--- config.mk ---
export PLATFORM = sky130hd
export DESIGN_NAME = sfp_frame
export DESIGN_NICKNAME = d
export VERILOG_FILES = /design/src/sfp_pkg.sv /design/src/sfp_frame.sv /design/src/sfp_sync.sv
export VERILOG_INCLUDE_DIRS = /design/src
export SDC_FILE = /design/constraint.sdc
export NUM_CORES = 1
export LEC_CHECK = 0
export BUFFER_PORTS_ARGS = -buffer_cell sky130_fd_sc_hd__buf_2
export CORE_ASPECT_RATIO = 0.9
export CORE_MARGIN = 2
export CORE_UTILIZATION = 50
export DETAILED_ROUTE_END_ITERATION = 16
export PLACE_DENSITY = 0.8
export SYNTH_ARGS = -nofsm -noshare
export SYNTH_HDL_FRONTEND = slang
export SYNTH_SLANG_ARGS = --single-unit
--- constraint.sdc ---
create_clock -name mclk_i -period 4.54 [get_ports mclk_i]
set_input_delay 0.227 -clock mclk_i [delete_from_list [all_inputs] [get_ports mclk_i]]
set_output_delay 0.227 -clock mclk_i [all_outputs]
set_load 0.02 [all_outputs]
--- src/sfp_params.svh ---
// Constants for the serial flash power-up and command framing block.
`ifndef SFP_PARAMS_SVH
`define SFP_PARAMS_SVH
`define SFP_CLK_NS          50
`define SFP_PUW_MS          5
`define SFP_PUW_CYC         ((`SFP_PUW_MS * 1000000 + `SFP_CLK_NS - 1) / `SFP_CLK_NS)
`define SFP_CNT_W           17
`define SFP_PIN_IDLE        3'h6
`define SFP_OP_D1           8'hD1
`define SFP_OP_D2           8'hD2
`define SFP_OP_D3           8'hD3
`define SFP_OP_D4           8'hD4
`define SFP_OP_D6           8'hD6
`define SFP_OP_BITS         6'h08
`define SFP_ADDR_BITS       6'h18
`define SFP_D2_DUMMY_BITS   6'h20
`define SFP_BUF_DUMMY_BITS  6'h08
`define SFP_PAGE_LSB        10
`define SFP_PAGE_MSB        21
`define SFP_BYTE_MSB        9
`endif

--- src/sfp_pkg.sv ---
// Types for the serial flash power-up and command framing block.
package sfp_pkg;
  typedef enum logic [2:0] {
    SFP_ST_POR     = 3'h0,
    SFP_ST_STANDBY = 3'h1,
    SFP_ST_OPCODE  = 3'h2,
    SFP_ST_ADDR    = 3'h3,
    SFP_ST_DUMMY   = 3'h4,
    SFP_ST_DATA    = 3'h5,
    SFP_ST_IGNORE  = 3'h6
  } sfp_state_type;

  typedef struct packed {
    logic       valid;
    logic [7:0] opcode;
    logic [11:0] page;
    logic [9:0] byte_addr;
  } sfp_cmd_type;
endpackage

--- src/sfp_frame.sv ---
// Power-on state, SPI mode select and command framing of the serial flash interface.
// Function
// RULE_01: After power-on or any reset the interface defaults to SPI mode 3.
// RULE_02: After power-on or reset the serial output stays undriven until a command needs output.
// RULE_03: A new instruction starts only on a high-to-low transition of chip select.
// RULE_04: Each chip select falling edge samples the idle clock level, low giving mode 0 and high mode 3; edges during power-on reset are not sampled.
// RULE_05: The host waits at least 70 us after supply is valid before selecting the device.
// RULE_06: While the power-on reset is active all commands are ignored.
// RULE_07: After power-up the device sits in standby awaiting a chip select falling edge.
// RULE_08: Program or erase is blocked for the internal power-up delay of up to 5 ms.
// RULE_09: Opcode D2h carries two dummy bits, twelve page bits, ten byte bits and four dummy bytes.
// RULE_10: Opcodes D1h, D3h, D4h, D6h carry fourteen dummy bits and ten buffer bits; D4h and D6h add a dummy byte.
// RULE_11: All fields shift in MSB first on serial input, sampled on rising clock edges while selected.
`include "sfp_params.svh"
module sfp_frame #(
  parameter int PUW_CYCLES = `SFP_PUW_CYC
) (
  input  wire logic         mclk_i,
  input  wire logic         sys_rst_i,
  input  wire logic         por_active_i,
  input  wire logic         sck_i,
  input  wire logic         cs_n_i,
  input  wire logic         si_i,
  input  wire logic         out_req_i,
  input  wire logic         out_bit_i,
  output logic              so_o,
  output logic              so_oe_o,
  output logic              mode3_o,
  output logic              standby_o,
  output logic              write_allowed_o,
  output sfp_pkg::sfp_cmd_type cmd_o,
  output logic              data_phase_o
);
  logic [2:0] pins_s;
  logic       sck_s, cs_n_s, si_s;
  logic       sck_p_q, cs_n_p_q;
  logic       cs_fall, sck_rise, sck_fall;
  logic [6:0] frame_rises_q;
  logic [5:0] bit_cnt_q;
  logic [7:0] op_q;
  logic [23:0] addr_q;
  logic [`SFP_CNT_W-1:0] puw_cnt_q;
  sfp_pkg::sfp_state_type state_q;

  sfp_sync #(.W(3), .RST_VAL(`SFP_PIN_IDLE)) u_sync (
    .mclk_i   (mclk_i),
    .sys_rst_i(sys_rst_i),
    .async_i  ({sck_i, cs_n_i, si_i}),
    .sync_o   (pins_s)
  );
  assign {sck_s, cs_n_s, si_s} = pins_s;

  // Frame-matching on the sampled opcode keeps the decode in one place.
  function automatic logic is_buf_op(input logic [7:0] op);
    is_buf_op = (op == `SFP_OP_D1) || (op == `SFP_OP_D3) || (op == `SFP_OP_D4) || (op == `SFP_OP_D6);
  endfunction
  function automatic logic [5:0] dummy_bits(input logic [7:0] op);
    if (op == `SFP_OP_D2) dummy_bits = `SFP_D2_DUMMY_BITS;
    else if (op == `SFP_OP_D4 || op == `SFP_OP_D6) dummy_bits = `SFP_BUF_DUMMY_BITS;
    else dummy_bits = 6'h00;
  endfunction

  always_ff @(posedge mclk_i) begin
    if (sys_rst_i) begin
      sck_p_q  <= 1'b1;
      cs_n_p_q <= 1'b1;
    end else begin
      sck_p_q  <= sck_s;
      cs_n_p_q <= cs_n_s;
    end
  end
  assign cs_fall  = cs_n_p_q & ~cs_n_s;
  assign sck_rise = ~sck_p_q & sck_s & ~cs_n_s;
  assign sck_fall = sck_p_q & ~sck_s & ~cs_n_s;

  // Mode register.
  always_ff @(posedge mclk_i) begin
    if (sys_rst_i || por_active_i) begin
      mode3_o <= 1'b1; // RULE_01
    end else if (cs_fall) begin
      mode3_o <= sck_s; // RULE_04
    end
  end

  // Power-up write delay; counted from POR release, so it covers the worst case.
  always_ff @(posedge mclk_i) begin
    if (sys_rst_i || por_active_i) begin
      puw_cnt_q       <= '0;
      write_allowed_o <= 1'b0;
    end else if (puw_cnt_q == PUW_CYCLES[`SFP_CNT_W-1:0]) begin
      write_allowed_o <= 1'b1; // RULE_08
    end else begin
      puw_cnt_q <= puw_cnt_q + 1'b1;
    end
  end

  // Framing state machine.
  always_ff @(posedge mclk_i) begin
    if (sys_rst_i) begin
      state_q   <= sfp_pkg::SFP_ST_POR;
      bit_cnt_q <= '0;
      op_q      <= '0;
      addr_q    <= '0;
    end else if (por_active_i) begin
      state_q <= sfp_pkg::SFP_ST_POR; // RULE_06
    end else if (cs_n_s) begin
      state_q <= sfp_pkg::SFP_ST_STANDBY; // RULE_07
    end else begin
      unique case (state_q)
        sfp_pkg::SFP_ST_POR: state_q <= sfp_pkg::SFP_ST_IGNORE;
        sfp_pkg::SFP_ST_STANDBY: begin
          if (cs_fall) begin // RULE_03
            state_q   <= sfp_pkg::SFP_ST_OPCODE;
            bit_cnt_q <= '0;
          end else begin
            state_q <= sfp_pkg::SFP_ST_IGNORE;
          end
        end
        sfp_pkg::SFP_ST_OPCODE: if (sck_rise) begin
          op_q      <= {op_q[6:0], si_s}; // RULE_11
          bit_cnt_q <= bit_cnt_q + 6'h01;
          if (bit_cnt_q == `SFP_OP_BITS - 6'h01) begin
            bit_cnt_q <= '0;
            state_q   <= (is_buf_op({op_q[6:0], si_s}) || {op_q[6:0], si_s} == `SFP_OP_D2) ?
                         sfp_pkg::SFP_ST_ADDR : sfp_pkg::SFP_ST_IGNORE;
          end
        end
        sfp_pkg::SFP_ST_ADDR: if (sck_rise) begin
          addr_q    <= {addr_q[22:0], si_s}; // RULE_11
          bit_cnt_q <= bit_cnt_q + 6'h01;
          if (bit_cnt_q == `SFP_ADDR_BITS - 6'h01) begin
            bit_cnt_q <= '0;
            state_q   <= (dummy_bits(op_q) == 6'h00) ? sfp_pkg::SFP_ST_DATA : sfp_pkg::SFP_ST_DUMMY; // RULE_09 RULE_10
          end
        end
        sfp_pkg::SFP_ST_DUMMY: if (sck_rise) begin
          bit_cnt_q <= bit_cnt_q + 6'h01;
          if (bit_cnt_q == dummy_bits(op_q) - 6'h01) begin // RULE_09 RULE_10
            bit_cnt_q <= '0;
            state_q   <= sfp_pkg::SFP_ST_DATA;
          end
        end
        sfp_pkg::SFP_ST_DATA: state_q <= sfp_pkg::SFP_ST_DATA;
        sfp_pkg::SFP_ST_IGNORE: state_q <= sfp_pkg::SFP_ST_IGNORE;
        default: state_q <= sfp_pkg::SFP_ST_IGNORE;
      endcase
    end
  end

  // Decoded command, presented when the frame reaches its data phase.
  // Clearing on power-on reset too keeps a frame cut by reset from showing a data phase.
  always_ff @(posedge mclk_i) begin
    if (sys_rst_i || por_active_i || cs_n_s) begin
      cmd_o        <= '0;
      data_phase_o <= 1'b0;
      standby_o    <= cs_n_s & ~sys_rst_i & ~por_active_i; // RULE_07
    end else begin
      standby_o    <= 1'b0;
      data_phase_o <= (state_q == sfp_pkg::SFP_ST_DATA);
      cmd_o.valid  <= (state_q == sfp_pkg::SFP_ST_DATA);
      cmd_o.opcode <= op_q;
      cmd_o.page   <= is_buf_op(op_q) ? 12'h000 : addr_q[`SFP_PAGE_MSB:`SFP_PAGE_LSB]; // RULE_09
      cmd_o.byte_addr <= addr_q[`SFP_BYTE_MSB:0]; // RULE_10
    end
  end

  // Output pin: launched on falling clock edges, enabled only in a data phase that wants output.
  always_ff @(posedge mclk_i) begin
    if (sys_rst_i || por_active_i || cs_n_s) begin
      so_oe_o <= 1'b0; // RULE_02
      so_o    <= 1'b0;
    end else begin
      so_oe_o <= (state_q == sfp_pkg::SFP_ST_DATA) && out_req_i; // RULE_02
      if (sck_fall) begin
        so_o <= out_bit_i;
      end
    end
  end

  // Sampled clock rises in the current frame, saturating, so that frame lengths can be checked.
  always_ff @(posedge mclk_i) begin
    if (sys_rst_i || cs_n_s) begin
      frame_rises_q <= '0;
    end else if (sck_rise && frame_rises_q != 7'h7F) begin
      frame_rises_q <= frame_rises_q + 7'h01;
    end
  end

  property p_por_quiet;
    @(posedge mclk_i) disable iff (sys_rst_i)
      por_active_i |=> !so_oe_o && !data_phase_o && mode3_o;
  endproperty
  a_por_quiet: assert property (p_por_quiet) else $error("Activity during power-on reset."); // RULE_06

  property p_mode_sample;
    @(posedge mclk_i) disable iff (sys_rst_i || por_active_i)
      cs_fall |=> (mode3_o == $past(sck_s));
  endproperty
  a_mode_sample: assert property (p_mode_sample) else $error("Mode not taken from idle clock."); // RULE_04

  property p_rst_mode3;
    @(posedge mclk_i) $fell(sys_rst_i) |-> mode3_o;
  endproperty
  a_rst_mode3: assert property (p_rst_mode3) else $error("Mode 3 not default after reset."); // RULE_01

  property p_oe_only_data;
    @(posedge mclk_i) disable iff (sys_rst_i)
      so_oe_o |-> $past(state_q == sfp_pkg::SFP_ST_DATA && !cs_n_s && out_req_i);
  endproperty
  a_oe_only_data: assert property (p_oe_only_data) else $error("Output driven outside data phase."); // RULE_02

  property p_start_on_fall;
    @(posedge mclk_i) disable iff (sys_rst_i)
      (state_q == sfp_pkg::SFP_ST_STANDBY) ##1 (state_q == sfp_pkg::SFP_ST_OPCODE) |-> $past(cs_fall);
  endproperty
  a_start_on_fall: assert property (p_start_on_fall) else $error("Frame began without select fall."); // RULE_03

  property p_puw_block;
    @(posedge mclk_i) disable iff (sys_rst_i)
      $rose(write_allowed_o) |-> puw_cnt_q == PUW_CYCLES[`SFP_CNT_W-1:0];
  endproperty
  a_puw_block: assert property (p_puw_block) else $error("Write allowed early."); // RULE_08

  property p_standby;
    @(posedge mclk_i) disable iff (sys_rst_i || por_active_i)
      cs_n_s ##1 cs_n_s |=> standby_o;
  endproperty
  a_standby: assert property (p_standby) else $error("Not in standby while deselected."); // RULE_07

  property p_d2_len;
    @(posedge mclk_i) disable iff (sys_rst_i)
      $rose(data_phase_o) && cmd_o.opcode == `SFP_OP_D2 |->
        frame_rises_q == 7'(`SFP_OP_BITS) + 7'(`SFP_ADDR_BITS) + 7'(`SFP_D2_DUMMY_BITS);
  endproperty
  a_d2_len: assert property (p_d2_len) else $error("D2h frame decoded wrongly."); // RULE_09
endmodule // sfp_frame

--- src/sfp_sync.sv ---
// Two-flop synchroniser bank for the serial pins.
module sfp_sync #(
  parameter int           W       = 3,
  parameter logic [W-1:0] RST_VAL = '0
) (
  input  wire logic         mclk_i,
  input  wire logic         sys_rst_i,
  input  wire logic [W-1:0] async_i,
  output logic      [W-1:0] sync_o
);
  logic [W-1:0] meta_q;

  always_ff @(posedge mclk_i) begin
    if (sys_rst_i) begin
      // Resetting to the pins' idle levels keeps a false edge from following reset.
      meta_q <= RST_VAL;
      sync_o <= RST_VAL;
    end else begin
      meta_q <= async_i;
      sync_o <= meta_q;
    end
  end
endmodule // sfp_sync
After elaboration in Yosys (flattened, before gate mapping). Index checks and enable logic that the tools add are counted.

Reductions and logical operators: 21. Mux-type cells: 32. Bitwise logic cells: 12. Equal/unequal tests: 32. Add/subtract/negate cells: 3.

Operators with widths (count): 6-bit two-way mux (19); 8-bit == test, second input constant (10); 3-bit two-way mux (8); 6-bit one-hot mux with 4 select lines (1); 3-bit by 2-bit inequality test with 1-bit output, second input constant (6); 17-bit by 1-bit adder with 17-bit output, second input constant (1); 17-bit == test, second input constant (1); 3-bit one-hot mux with 5 select lines (1); 2-bit inequality test, second input constant (7); 6-bit AND reduction (2); 1-bit logical OR (10); 4-bit AND reduction (2); 1-bit bitwise AND (7); 7-bit AND reduction (1); 6-bit by 1-bit adder with 6-bit output, second input constant (1); 3-bit by 2-bit == test with 1-bit output, second input constant (2); 3-bit == test, second input constant (2); 6-bit by 3-bit == test with 1-bit output, second input constant (1); 6-bit by 5-bit == test with 1-bit output, second input constant (1); 6-bit == test (1); 6-bit zero test (1); 6-bit by 1-bit subtractor with 6-bit output, second input constant (1); 1-bit NOT (5); 4-bit two-way mux (1); 6 further kinds (8).

Logic and storage cells: 119. Register bits after elaboration: 100.

Logic depth before layout (Yosys ltp). Gate-level depths: netlist (run 1).

Depth in word-level cells: 16. Mapped depth: 8.

Modules after synthesis. Synthesis (run 1) repeated with hierarchy kept, for this count alone.

Cells, all modules: 418. Area, all modules: 3731.1 um^2.

By module, submodules not included: sfp_frame (cells an instance 406, seq. area each 1881.8 um^2, area each 3573.4 um^2, times used 1); sfp_sync (cells an instance 12, seq. area each 120.1 um^2, area each 157.7 um^2, times used 1).

Worst setup path after synthesis (run 1). OpenSTA, ideal clock, no wires.

Path type: reg-to-reg. From: register op_q[0]. To: register bit_cnt_q[3]. Path slack: 2.731 ns. Buffers on the path: 0. Required time: 4.471 ns. Library setup time: 0.069 ns. Arrival: 1.740 ns. Stages on the path, launching flop included: 7. Cell sequence: dfxtp_1 nor4b_4 nand3_1 o21bai_2 a41oi_4 or4_1 o21ai_1.

Word-level cells in the longest chain between the ends: 14. Elaborated cells between the ends (all ways): 16.

Ends and longest elaborated chain: start: declaration (line sfp_frame.sv:40) `logic [7:0] op_q;`; start signal: assignment (line sfp_frame.sv:120) `op_q <= {op_q[6:0], si_s};`; 8-bit == test (no source line); 1-bit logical OR (no source line); 4-bit two-way mux (line sfp_frame.sv:59) `` else if (op == `SFP_OP_D4 || op == `SFP_OP_D6) dummy_bits = `SFP_BUF_DUMMY_BITS; ``; 6-bit two-way mux (*) (line sfp_frame.sv:58) `` if (op == `SFP_OP_D2) dummy_bits = `SFP_D2_DUMMY_BITS; ``; 6-bit two-way mux (*) (line sfp_frame.sv:136) `sfp_pkg::SFP_ST_DUMMY: if (sck_rise) begin`; 6-bit two-way mux (*) (line sfp_frame.sv:109) `unique case (state_q)`; 6-bit two-way mux (*) (line sfp_frame.sv:106) `end else if (cs_n_s) begin`; 6-bit two-way mux (*) (line sfp_frame.sv:104) `end else if (por_active_i) begin`; 6-bit two-way mux (*) (line sfp_frame.sv:99) `if (sys_rst_i) begin`; 6-bit by 1-bit subtractor with 6-bit output (*) (line sfp_frame.sv:138) `if (bit_cnt_q == dummy_bits(op_q) - 6'h01) begin`; 6-bit == test (*) (line sfp_frame.sv:138); 6-bit two-way mux (*) (line sfp_frame.sv:138); 6-bit two-way mux (*) (line sfp_frame.sv:136); 6-bit one-hot mux with 4 select lines (*) (line sfp_frame.sv:109); end signal: assignment (line sfp_frame.sv:121) `bit_cnt_q <= bit_cnt_q + 6'h01;`; end signal: assignment (line sfp_frame.sv:130) `bit_cnt_q <= bit_cnt_q + 6'h01;`; end signal: assignment (line sfp_frame.sv:137) `bit_cnt_q <= bit_cnt_q + 6'h01;`; end: declaration (line sfp_frame.sv:39) `logic [5:0] bit_cnt_q;`.

Mark *: on every way between the ends. The rest lies on a longest branch, timed or not. The select of a mux whose other input is x is not followed. A chain may end at the register's enable or synchronous reset.

Final worst setup path (run 1).
From: register state_q[1]. To: register op_q[0].

Word-level cells in the longest chain between the ends: 2.

Ends and longest elaborated chain: start: declaration (line sfp_frame.sv:43) `sfp_pkg::sfp_state_type state_q;`; start signal: assignment (line sfp_frame.sv:100) `state_q <= sfp_pkg::SFP_ST_POR;`; start signal: assignment (line sfp_frame.sv:105) `state_q <= sfp_pkg::SFP_ST_POR;`; start signal: assignment (line sfp_frame.sv:107) `state_q <= sfp_pkg::SFP_ST_STANDBY;`; 3-bit by 2-bit == test with 1-bit output (line sfp_frame.sv:109); 4-bit AND reduction (no source line).

Every way passes these cells.

==> results of run 1 <==
worst min path at each step:
stage | endpoint | cells after the start
CTS | u_sync.meta_q[2] | 2
global route | u_sync.meta_q[2] | 2
floorplan | u_sync.meta_q[1] | 1
global placement | u_sync.sync_o[2] | 1
finish | u_sync.meta_q[2] | 2
detailed placement | u_sync.sync_o[1] | 1
state kept, by name, summed over array words and instances (netlist names):
| register | cells |
|---|---|
| addr_q | 22 |
| bit_cnt_q | 6 |
| cmd_o | 30 |
| cs_n_p_q | 1 |
| data_phase_o | 1 |
| mode3_o | 1 |
| op_q | 8 |
| puw_cnt_q | 17 |
| sck_p_q | 1 |
| so_o | 1 |
| so_oe_o | 1 |
| standby_o | 1 |
| state_q | 3 |
| u_sync.meta_q | 3 |
| u_sync.sync_o | 3 |
| write_allowed_o | 1 |
metrics by stage:
| stage | power, W | instances | utilization [%] |
|---|---|---|---|
| 6_report | 0.001490 | 540 | 56.53 |
| 2_1_floorplan | 0.0009347 | 406 | - |
| 5_1_grt | 0.001553 | 540 | 56.53 |
| 3_3_place_gp | 0.0009429 | 524 | 53.87 |
| 3_5_place_dp | 0.0009439 | 524 | 53.87 |
| 4_1_cts | 0.001503 | 540 | 56.53 |
area by class of cell:
class                   count  area (sq um)  area share (%)
flip-flops and latches    100          2002           47.17
well taps                  96         120.1           2.830
clock buffers              10         137.6           3.243
inverters                   5         18.77          0.4422
multi-input cells         279          1683           39.65
clock inverters             6         62.56           1.474
repair buffers             44         220.2           5.189
critical path, stage by stage, from the launching register on:
cell,delay (ns)
sky130_fd_sc_hd__dfxtp_1,0.46
sky130_fd_sc_hd__nor2b_1,0.38
sky130_fd_sc_hd__and3b_1,0.27
sky130_fd_sc_hd__nor2b_1,0.75
sky130_fd_sc_hd__mux2i_1,0.28
sky130_fd_sc_hd__nor2_1,0.06
cells in the mapped netlist, types with 3 or more instances:
cell type                  number  area [sq um]
sky130_fd_sc_hd__inv_1          5         18.77
sky130_fd_sc_hd__dfxtp_1      100          2002
sky130_fd_sc_hd__xor2_1        12         105.1
sky130_fd_sc_hd__a21oi_1       30         150.1
sky130_fd_sc_hd__nor3_1         4         20.02
sky130_fd_sc_hd__mux2i_1        9         90.09
sky130_fd_sc_hd__and3_1         5         31.28
sky130_fd_sc_hd__xnor2_1        5         43.79
sky130_fd_sc_hd__nand3_1       11         55.05
sky130_fd_sc_hd__nor2_1        39         146.4
sky130_fd_sc_hd__nor2b_1        7         43.79
sky130_fd_sc_hd__nand4_1        4         25.02
sky130_fd_sc_hd__a211oi_1       4         30.03
sky130_fd_sc_hd__or2_2          8         50.05
sky130_fd_sc_hd__clkbuf_1      15         56.30
sky130_fd_sc_hd__nor3b_1        3         22.52
sky130_fd_sc_hd__and4_1         3         26.28
sky130_fd_sc_hd__nand2_1       59         221.5
sky130_fd_sc_hd__ha_1           3         37.54
sky130_fd_sc_hd__and2_1        30         187.7
sky130_fd_sc_hd__nand2b_1       3         18.77
sky130_fd_sc_hd__o22ai_1        3         18.77
power groups by stage:
stage	registers [W]	clock network, W	logic (W)
final	0.000888	0.000566	0.0000359
after global routing	0.000889	0.000624	0.0000404
after CTS	0.000888	0.000579	0.0000360
after detailed placement	0.000908	0	0.0000355
after global placement	0.000908	0	0.0000347
after floorplan	0.000906	0	0.0000287
cells in the final DEF, fill, tap and decap left out, drive strengths merged, types with 3 or more instances in the layout:
cell type	netlist	final
dfxtp	100	100
clkbuf	16	10
nand3	11	11
or2	8	8
nor4b	3	3
and4	4	4
clkinv	0	4
nand2	59	59
nor3b	4	4
nor2b	7	7
inv	5	6
and2	33	33
ha	3	3
nor3	4	4
xnor2	5	5
a21oi	30	30
nand4	4	4
nor2	39	39
nand2b	3	3
o22ai	3	3
a211oi	4	4
xor2	12	12
mux2i	9	9
and3	5	5
buf	5	44
routing by layer:
metal  vias up  GRT usage, %
met4         0         4.353
met2        61         27.78
met3         7         6.234
li1       1431             -
met5         -             0
met1      1330         25.48
cell families (layout without fill, tap and decap cells):
group / count (synthesis) / count (layout)
buf+inv: 27 / 65
xor+xnor: 17 / 17
fa+ha+maj: 3 / 3
flops: 100 / 100
mux: 9 / 9
compound gates: 54 / 54
simple gates: 196 / 196
==> run summary, run 1 <==
The flow ran to the end, and the final reports show no timing, DRC or antenna violations. After synthesis, the largest family of logic cells by area is simple AND/OR/NAND/NOR gates. Buffers added to address setup during post-CTS repair amount to 0. The average footprint of a synthesized cell came out at 9.443 sq um. The type of the worst setup path is reg -> reg. In this run the standard cell core region covers 7507 sq um. The maximum clock skew at final layout came out at 0.007446 ns.

The startpoint class of the critical path is a register. After clock tree synthesis, the clock-pin slew on the worst setup and hold paths is 0.09 ns. Summing the sequential cell areas from Yosys gives 52.22% of the chip area. TritonCTS built the clock tree.

Of all nets on the critical path, the largest fanout is 9. The detailed-route via count came out at 2829. The detailed router used layers up to and including met4. The clock latency of the later-clocked register in the worst-skew pair is 0.36 ns. The met3 wirelength from detailed routing is 330 microns. For this run, asynchronously set or reset flops after synthesis account for 0%.

The post-detailed-placement half-perimeter wirelength came out at 4684 microns. After detailed routing, the total wire length is 6977 microns. In this run, flip-flops and latches consume 59.6% of the power. After routing the design area is 4244 sq um. The accumulated negative setup slack came out at 0 ns. The worst register-to-register path has a setup slack of 2.19 ns. VDD sags by at most 0.0002642 V. The maximum clock path buffer count is 2.

The gate count of the mapped netlist is 406. Synthesis produced a netlist with a net count of 417. The tightest min-delay check is of the in -> reg type.

The total power per unit cell area came out at 351.0 nW/um^2. The switching power share of the total is 21.81%. The wire length on met1 is 3387 microns.

The minimum setup slack after placement came out at 2.112 ns. The hold buffer count at cts came out at 0. The ratio of cells with drive above 1 in the final layout is 17.79%.

The residual antenna-violating net count after detailed routing came out at 0. The die extent in x came out at 96.30 microns. After detailed routing, the number of vias per cell comes to 5.239.

The number of enable flip-flop cells after synthesis came out at 0. The remaining global-route overflow came out at 0. The critical path capture point type is a register. Of the total synthesized cell area, the portion taken by XOR and XNOR cells is 3.884%. The number of DRC markers after the initial detailed-route iteration came out at 141. The area of the die is 8385 sq um. The leakage dissipation came out at 1.647 nW.

The number of max-slew violations in the final report is 0. The remaining routing DRC violations is 0. The antenna diode count is 0. The Yosys step of the flow raised 0 warnings. Derived from the worst setup path, the maximum achievable clock frequency is 425.6 MHz. The via count of the first global-routing pass is 2583. The startpoint of the worst register-to-register path is state_q[1]. Entering global routing, the biggest net connects 52 pins. Internal power comes to 0.001165 W. The worst hold path begins at sck_i. The count of buffers from port buffering is 44. The critical path ends at op_q[0].

The arrival time of the worst setup path is 2.57 ns. The number of cells on the worst reg-to-reg path is 5. The share of the synthesized area in compound gates (AO/OA/AOI/OAI) came out at 9.497%.

At the end of routability-driven placement, the weighted congestion stood at 0.8050. The worst hold slack across all endpoints came out at 0.03793 ns. The required time at the endpoint of the critical path came out at 4.76 ns. The worst pin sits at a relative slew slack of 30.06%. The number of antenna violations at the first check in global routing came out at 0.

Compared with the post-synthesis result, the final layout area differs by 10.70%. The fill cell total of the finished layout came out at 710. Among all flip-flop cells after synthesis, the most frequent one is sky130_fd_sc_hd__dfxtp_1. The number of H-tree branching levels is 3. The mux cell area share after synthesis is 2.350%.

For the pin with the worst max-slew slack, the measured transition is 1.049 ns. Of the total synthesized cell area, the portion taken by full adders, half adders and majority gates is 0.9791%. The portion of total power attributed to the clock network is 38.0%. The total routing usage reported by global routing came out at 18.38%.

The number of resized instances in the post-cts repair step is 0. For this design, the sink count on the clock tree is 100. The worst register-to-register path ends at op_q[0]. The pre-antenna-repair detailed-routing pass consisted of 4 iterations. The CTS buffer count came out at 9. The number of max-capacitance violations reported is 0. The number of failing setup endpoints in the final timing report came out at 0. The synthesized netlist occupies a cell area of 3834 sq um. The most critical setup path has its startpoint at state_q[1]. The setup slack of the critical path after layout is 2.191 ns. The global-route wire length before repair came out at 12030 microns. The smallest clock period supported by the final layout is computed as 2.349 ns. The die extent in y came out at 87.07 microns. Once placement finished, the instance area stood at 4044 sq um. The final clock period utilization by the worst path is 51.75%. The total length of routed met2 wires came out at 3193 microns.

Setup repair after global routing left no endpoint under its margin. The total count of hold-check failures in the final report came out at 0. The initial utilization of the core area, before any placement, comes to 51.07%. The post-layout net count is 450. The combinational share of power came out at 2.4%. The power dissipated by switching net loads came out at 0.0003249 W. The boundary pin count is 45. The number of library cell types mapped by synthesis is 59. The total of flip-flops plus latches after synthesis came out at 100. Clock tree synthesis selected as its root buffer the cell sky130_fd_sc_hd__clkbuf_8. The floorplan has 30 rows. Summing the areas of all and, or, nand and nor instances in the mapped netlist gives 27.19% of the synthesized area. Dividing the detail-routed wire length by the instance count gives 12.92 microns.
Note: power is estimated with default switching activity, not from simulation.
==> inputs of run 2 (changes only) <==
Settings changed: PLACE_DENSITY 0.8 to 0.83.
Clock period 4.54 ns to 1.92 ns, I/O delays scaled along.
==> run summary, run 2 (synthesized netlist as in run 1, its figures left out) <==
The via count of the first global-routing pass came out at 2726 (+5.5%). The highest achievable clock rate was 510.1 MHz (+20%). The boundary pin count is 45 (unchanged).

The depth of the most critical reg-to-reg path is 7 (+2). The fraction of met1 tracks used by global routing came out at 24.44% (-1.0 points). The delay contributed by the slowest stage of the critical path came out at 0.37 ns (-0.38 ns). The largest vdd supply drop is 0.0004075 V (+54%).

The remaining routing DRC violations came to 0 (unchanged). The count of buffers from port buffering came out at 44 (unchanged). The required time at the endpoint of the critical path came out at 2.17 ns (-2.59 ns). Setup repair after global routing could not meet its margin everywhere. TritonCTS built the clock tree.

The final reports fail on setup timing. Following the worst setup path forward leads to its endpoint at bit_cnt_q[4]. The ratio of cells with drive above 1 in the final layout is 23.48% (+5.7 points).

The register-to-register path setup slack was -0.04 ns (-2.23 ns). The worst-path maximum fanout is 5 (-4). In this run the critical register-to-register path is launched from op_q[5]. The number of sinks handled by clock tree synthesis was 100 (unchanged). The number of antenna violations at the first check in global routing is 0 (unchanged). The number of flip-flops under the largest register name came out at 30 (unchanged). The post-layout net count is 483 (+7.3%). The total count of hold-check failures in the final report came out at 0 (unchanged). The buffer and inverter count on the worst path is 1 (+1). The number of max-slew violations in the final report came out at 0 (unchanged). The total power per unit cell area was 753.1 nW/um^2 (+110%).

The detailed-route via count was 2952 (+4.3%). The headroom to the max-slew limit is 66.15% (+36 points). The critical path capture point type is a register. The cell family contributing the most delay on the critical path is compound AO/OA/AOI/OAI gates.

The arrival time of the worst setup path came to 2.21 ns (-0.36 ns). The total routing usage reported by global routing is 18.78% (+0.40 points). The starting utilization of the core area came out at 51.07% (unchanged).

The number of cells on the critical path is 7 (+2). The worst setup path is of the reg -> reg kind. The maximum clock skew at final layout is 0.01194 ns (+0.004493 ns). The overall power is 0.003434 W (+130%). The remaining global-route overflow is 0 (unchanged). The startpoint class of the critical path is a register. The layer flagged by global routing as most heavily used is met2. The per-cell routed wire length came out at 13.06 microns (+1.1%). The area of the die came out at 8385 sq um (unchanged). The CTS buffer count came out at 9 (unchanged). The clock latency of the later-clocked register in the worst-skew pair came to 0.37 ns (about the same). The setup slack of the critical path after layout was -0.04036 ns (-2.231 ns).

The leakage dissipation is 1.797 nW (+9.1%). The pin count of the biggest net entering global routing was 35 (-33%). The library cell used most frequently in the layout, excluding fill and tap cells, is sky130_fd_sc_hd__dfxtp_1.

The maximum clock path buffer count came out at 2 (unchanged). The number of max-capacitance violations reported is 0 (unchanged). The number of failing setup endpoints in the final timing report was 3 (+3).

The number of H-tree branching levels came to 3 (unchanged). Walking the worst path, the cells encountered are nor4b_4 > buf_4 > and4_4 > o22ai_4 > a41oi_4 > nor3_1 > a211o_1. The fill cell total of the finished layout came out at 641 (-9.7%). The clock tree root buffer cell is sky130_fd_sc_hd__clkbuf_8. The die extent in x is 96.30 microns (unchanged). The global-route wire length before repair is 12350 microns (+2.7%). The library cells used most frequently in the layout, excluding fill and tap cells, are sky130_fd_sc_hd__dfxtp_1 (97), sky130_fd_sc_hd__nand2_1 (59), sky130_fd_sc_hd__buf_2 (44). In this run the critical register-to-register path is captured at bit_cnt_q[4]. The detailed-routing iteration count for the pre-antenna-repair pass came out at 4 (unchanged).

The pin slew with the least headroom to its limit is 0.4999 ns (-0.5487 ns). The clock input transition at the sequential cells of the worst setup and hold paths is 0.10 ns (about the same). The total detailed-routing wirelength is 7484 microns (+7.3%). The path class of the tightest hold or removal check is in -> reg. The number of DRC markers after the initial detailed-route iteration was 152 (+7.8%).

The die extent in y came out at 87.07 microns (unchanged). The post-detailed-placement half-perimeter wirelength came out at 5067 microns (+8.2%). More flip-flops sit in one register than any other, and that register is cmd_o. The post-route minimum period was 1.960 ns (-0.3891 ns). The run finished, with violations left. For this design, the slowest cell found on the critical path is sky130_fd_sc_hd__dfxtp_4. In this run the worst setup path begins at op_q[5]. The layout-stage area growth over the synthesis result came out at 18.93%.

The number of core rows was 30 (unchanged). The placeable core area was 7507 sq um (unchanged). The minimum setup slack after placement came out at -0.02290 ns (-2.135 ns). The last weighted congestion value of the routability-driven placer is 0.9066 (+13%). The antenna diode count came out at 0 (unchanged). The largest registers in the layout are cmd_o: 30 flops, addr_q: 22 flops, puw_cnt_q: 17 flops. The met2 usage in global routing came out at 29.61% (+1.8 points). The average via count per standard cell came to 5.152 (-1.7%). The worst hold slack across all endpoints came out at 0.1342 ns (+0.09632 ns). The final clock period utilization by the worst path was 102.1% (+50 points).

The residual antenna-violating net count after detailed routing is 0 (unchanged). The met3 track demand over resource is 6.061% (-0.17 points).
==> run 2: timing repair <==
item	4_1_cts	5_1_grt
hold buffers	6	0
pin swaps	1	4
endpoints found under the setup margin	3	8
resized for setup	5	10
hold endpoints to repair	6	0
gates cloned	0	1
setup buffers	1	5
==> run 2: area by class of cell <==
class                      count  area [sq um]  area share [%]
multi-input combinational    280          1757           38.53
tap                           96         120.1           2.634
clock inverter                 5         35.03          0.7684
sequential                   100          2008           44.05
clock buffer                  11         141.4           3.101
inverter                       5         18.77          0.4116
timing repair buffer          76         479.2           10.51
==> run 2: tightest hold or removal path, cell delays in order <==
cell	delay, ns
sky130_fd_sc_hd__buf_2	0.11
sky130_fd_sc_hd__buf_4	0.19
sky130_fd_sc_hd__nor2_1	0.06
==> run 2: worst min path at each step <==
stage              start          endpoint  slack [ns]  cells past startpoint
2_1_floorplan     cs_n_i  u_sync.meta_q[1]        0.20                      1
3_3_place_gp      cs_n_i  u_sync.meta_q[1]        0.28                      2
3_5_place_dp       sck_i  u_sync.meta_q[2]        0.29                      2
4_1_cts        sys_rst_i      bit_cnt_q[1]        0.13                      3
5_1_grt        sys_rst_i        addr_q[19]        0.15                      3
6_report       sys_rst_i      bit_cnt_q[1]        0.13                      3
==> run 2: through the flow <==
step	TNS, ns	utilization (%)	area, sq um	std cells
5_1_grt	-0.5801	60.73	4559	573
3_5_place_dp	-0.02290	55.87	4194	544
2_1_floorplan	0	-	3834	406
3_3_place_gp	0	55.87	4194	544
4_1_cts	-0.006849	59.20	4444	567
6_report	-0.06746	60.73	4559	573
==> run 2: where the power goes <==
| group | total, W | internal, W | switching, W |
|---|---|---|---|
| clock network | 0.00122 | 0.000512 | 0.000708 |
| registers | 0.00210 | 0.00208 | 0.0000124 |
| logic | 0.000118 | 0.0000529 | 0.0000646 |
==> run 2: routing by layer <==
metal | share of wire (%) | up-vias
li1 | - | 1493
met1 | 46 | 1375
met2 | 47 | 72
met3 | 5.3 | 12
met4 | 1.4 | 0
met5 | 0 | -
==> inputs of run 3 (changes only) <==
==> constraint.sdc (replaced) <==
create_clock -name mclk_i -period 1.92 [get_ports mclk_i]
set_input_delay 0 -clock mclk_i [delete_from_list [all_inputs] [get_ports mclk_i]]
set_output_delay 0 -clock mclk_i [all_outputs]
set_load 0.02 [all_outputs]
==> run summary, run 3 (synthesized netlist as in run 1, its figures left out) <==
The maximum clock skew at final layout is 0.007571 ns (-0.004368 ns). The highest achievable clock rate came out at 521.3 MHz (+2.2%). The number of core rows came out at 30 (unchanged). The placeable core area came out at 7507 sq um (unchanged).

The count of buffers from port buffering came out at 44 (unchanged). The number of DRC markers after the initial detailed-route iteration is 155 (+2.0%). The number of H-tree branching levels came out at 3 (unchanged). The fill cell total of the finished layout was 628 (-2.0%). The cell total after placement was 542 (-0.37%). The power dissipated by switching net loads came out at 0.0008102 W (+3.2%). The startpoint identified for the worst hold timing path is cs_n_i. The post-detailed-placement half-perimeter wirelength is 5053 microns (-0.29%). The total power per unit cell area is 775.8 nW/um^2 (+3.0%). The final core area utilization came out at 61.13% (+0.40 points). The most common cell after layout, fill and taps aside is sky130_fd_sc_hd__dfxtp_1. The total routing usage reported by global routing is 19.49% (+0.71 points). The flow ran to the end, and the final reports show no timing, DRC or antenna violations.

The residual antenna-violating net count after detailed routing is 0 (unchanged). The ratio of cells with drive above 1 in the final layout is 24.69% (+1.2 points). The global-route wire length before repair came out at 12600 microns (+2.0%).

The average via count per standard cell was 5.209 (+1.1%). The pin slew with the least headroom to its limit came out at 0.5806 ns (+0.08075 ns). The worst-path maximum fanout is 5 (unchanged). The number of failing setup endpoints in the final timing report was 0 (-3). The depth of the most critical reg-to-reg path came out at 6 (-1). The layout-stage area growth over the synthesis result came out at 19.71%. The clock latency of the later-clocked register in the worst-skew pair came to 0.37 ns (about the same). The number of antenna violations at the first check in global routing came to 0 (unchanged). The maximum clock path buffer count is 2 (unchanged). The detailed-routing iteration count for the pre-antenna-repair pass came to 4 (unchanged). The post-route minimum period is 1.918 ns (-0.04198 ns).

The remaining global-route overflow came out at 0 (unchanged). Leaving out fill and tap cells, the most frequent cells in the layout are sky130_fd_sc_hd__dfxtp_1 (94), sky130_fd_sc_hd__nand2_1 (58), sky130_fd_sc_hd__buf_2 (44). The portion of total power attributed to the clock network came out at 37.8% (+2.3 points). The multi-input gate area in the final layout came out at 1755 sq um (about the same). The startpoint class of the critical path is a register.

The non-filler instance count after layout came out at 574 (+0.17%). The CTS buffer count is 9 (unchanged). The register share of total power is 58.9% (-2.1 points). The arrival time of the worst setup path came out at 2.22 ns (about the same). The worst register-to-register path begins at op_q[3]. The number of sinks handled by clock tree synthesis is 100 (unchanged). The headroom to the max-slew limit came out at 60.68% (-5.5 points). The clock input transition at the sequential cells of the worst setup and hold paths came out at 0.10 ns (about the same).

The last weighted congestion value of the routability-driven placer came to 0.9285 (+2.4%). The final clock period utilization by the worst path was 99.92% (-2.2 points). The die extent in x is 96.30 microns (unchanged). The die extent in y is 87.07 microns (unchanged). The internal power consumption was 0.002750 W (+3.8%). The starting utilization of the core area came out at 51.07% (unchanged).

The critical path capture point type is a register. The overall power is 0.003560 W (+3.7%). The remaining routing DRC violations came out at 0 (unchanged). The storage element area is 2009 sq um (about the same).

The detailed-route via count is 2990 (+1.3%). The switching power share of the total came to 22.76% (-0.10 points). Setup repair after global routing could not meet its margin everywhere. The via count of the first global-routing pass is 2756 (+1.1%). The number of cells traversed by the worst hold path is 3 (unchanged). The worst hold path belongs to the class in -> reg. Counting flops per register, the top entry is cmd_o. The critical path starts at op_q[3]. The worst setup path is of the reg -> reg kind. The number of flip-flops under the largest register name was 30 (unchanged).

The pin count of the biggest net entering global routing came out at 35 (unchanged). The per-cell routed wire length came out at 13.41 microns (+2.7%). The number of max-capacitance violations reported is 0 (unchanged). The leakage dissipation is 1.811 nW (+0.77%). The total detailed-routing wirelength was 7699 microns (+2.9%).

The largest registers in the layout are cmd_o: 30 flops, addr_q: 22 flops, puw_cnt_q: 17 flops. The area of the die is 8385 sq um (unchanged). The largest vdd supply drop is 0.0005061 V (+24%). The CTS tree is yes. In this run the clock root is driven by a sky130_fd_sc_hd__clkbuf_8.

The post-layout net count is 484 (+0.21%). The required time at the endpoint of the critical path came out at 2.23 ns (+0.06 ns). The boundary pin count is 45 (unchanged). The total count of hold-check failures in the final report came to 0 (unchanged). The antenna diode count came out at 0 (unchanged). The combinational share of power came out at 3.3% (about the same). The number of max-slew violations in the final report is 0 (unchanged).
## run 3: cell types whose count changed in the layout (fill, tap and decap cells not counted), sizes merged
cell         change
buf              -1
clkbuf           -2
bufinv           +1
inv              +1
dlygate4sd3      +2
## run 3: layer usage
layer  GRT usage [%]  up-vias  wire length [microns]
met3           7.186       14                    358
met1           24.60     1406                   3548
met2           31.44       69                   3672
met5               0        -                      0
li1                -     1501                      -
met4           5.378        0                    120
## run 3: final cells by class
cell class              instances  area share [%]
clock buffers                   9           2.699
well taps                      96           2.617
inverters                       5          0.4089
repair buffers                 77           10.63
flip-flops and latches        100           43.78
clock inverters                 7           1.609
multi-input cells             280           38.25
## run 3: power groups by stage
stage / combinational [W] / sequential, W / clock (W)
after global placement: 0.0000926 / 0.00214 / 0
after CTS: 0.000113 / 0.00210 / 0.00137
after floorplan: 0.0000679 / 0.00214 / 0
final: 0.000117 / 0.00210 / 0.00134
after global routing: 0.000128 / 0.00210 / 0.00146
after detailed placement: 0.0000946 / 0.00215 / 0
## run 3: timing repair
action | 4_1_cts | 5_1_grt
gates resized for setup | 6 | 11
setup endpoints to repair | 4 | 6
buffers inserted | 5 | 2
endpoints found under the hold margin | 13 | 0
hold buffers | 8 | 0
cloned | 1 | 0
pin swaps | 5 | 5
## run 3: path summary, 6_finish.rpt
path	end	slack [ns]
worst max-delay path	bit_cnt_q[3]	0.002
worst max register to register	bit_cnt_q[3]	0.002
worst min register to register	u_sync.sync_o[1]	0.42
worst min-delay path	u_sync.meta_q[1]	0.34
## run 3: worst max-delay path, stage by stage (launching register included)
cell and delay, ns:
sky130_fd_sc_hd__dfxtp_2 0.34, sky130_fd_sc_hd__nor4b_4 0.36, sky130_fd_sc_hd__nand3_1 0.14, sky130_fd_sc_hd__o21bai_2 0.21
sky130_fd_sc_hd__a41oi_4 0.18, sky130_fd_sc_hd__or4_1 0.50, sky130_fd_sc_hd__o21ai_1 0.13
## run 3: through the flow
stage	cell area (sq um)	TNS [ns]	worst slack [ns]	hold slack [ns]
final	4589	0	0.001625	0.3399
after detailed placement	4179	-0.1355	-0.1114	0.1862
after floorplan	3834	0	0.1109	0.1038
after CTS	4533	0	0.01680	0.3256
after global placement	4179	0	0.07559	0.1840
after global routing	4589	-0.3956	-0.09861	0.3289
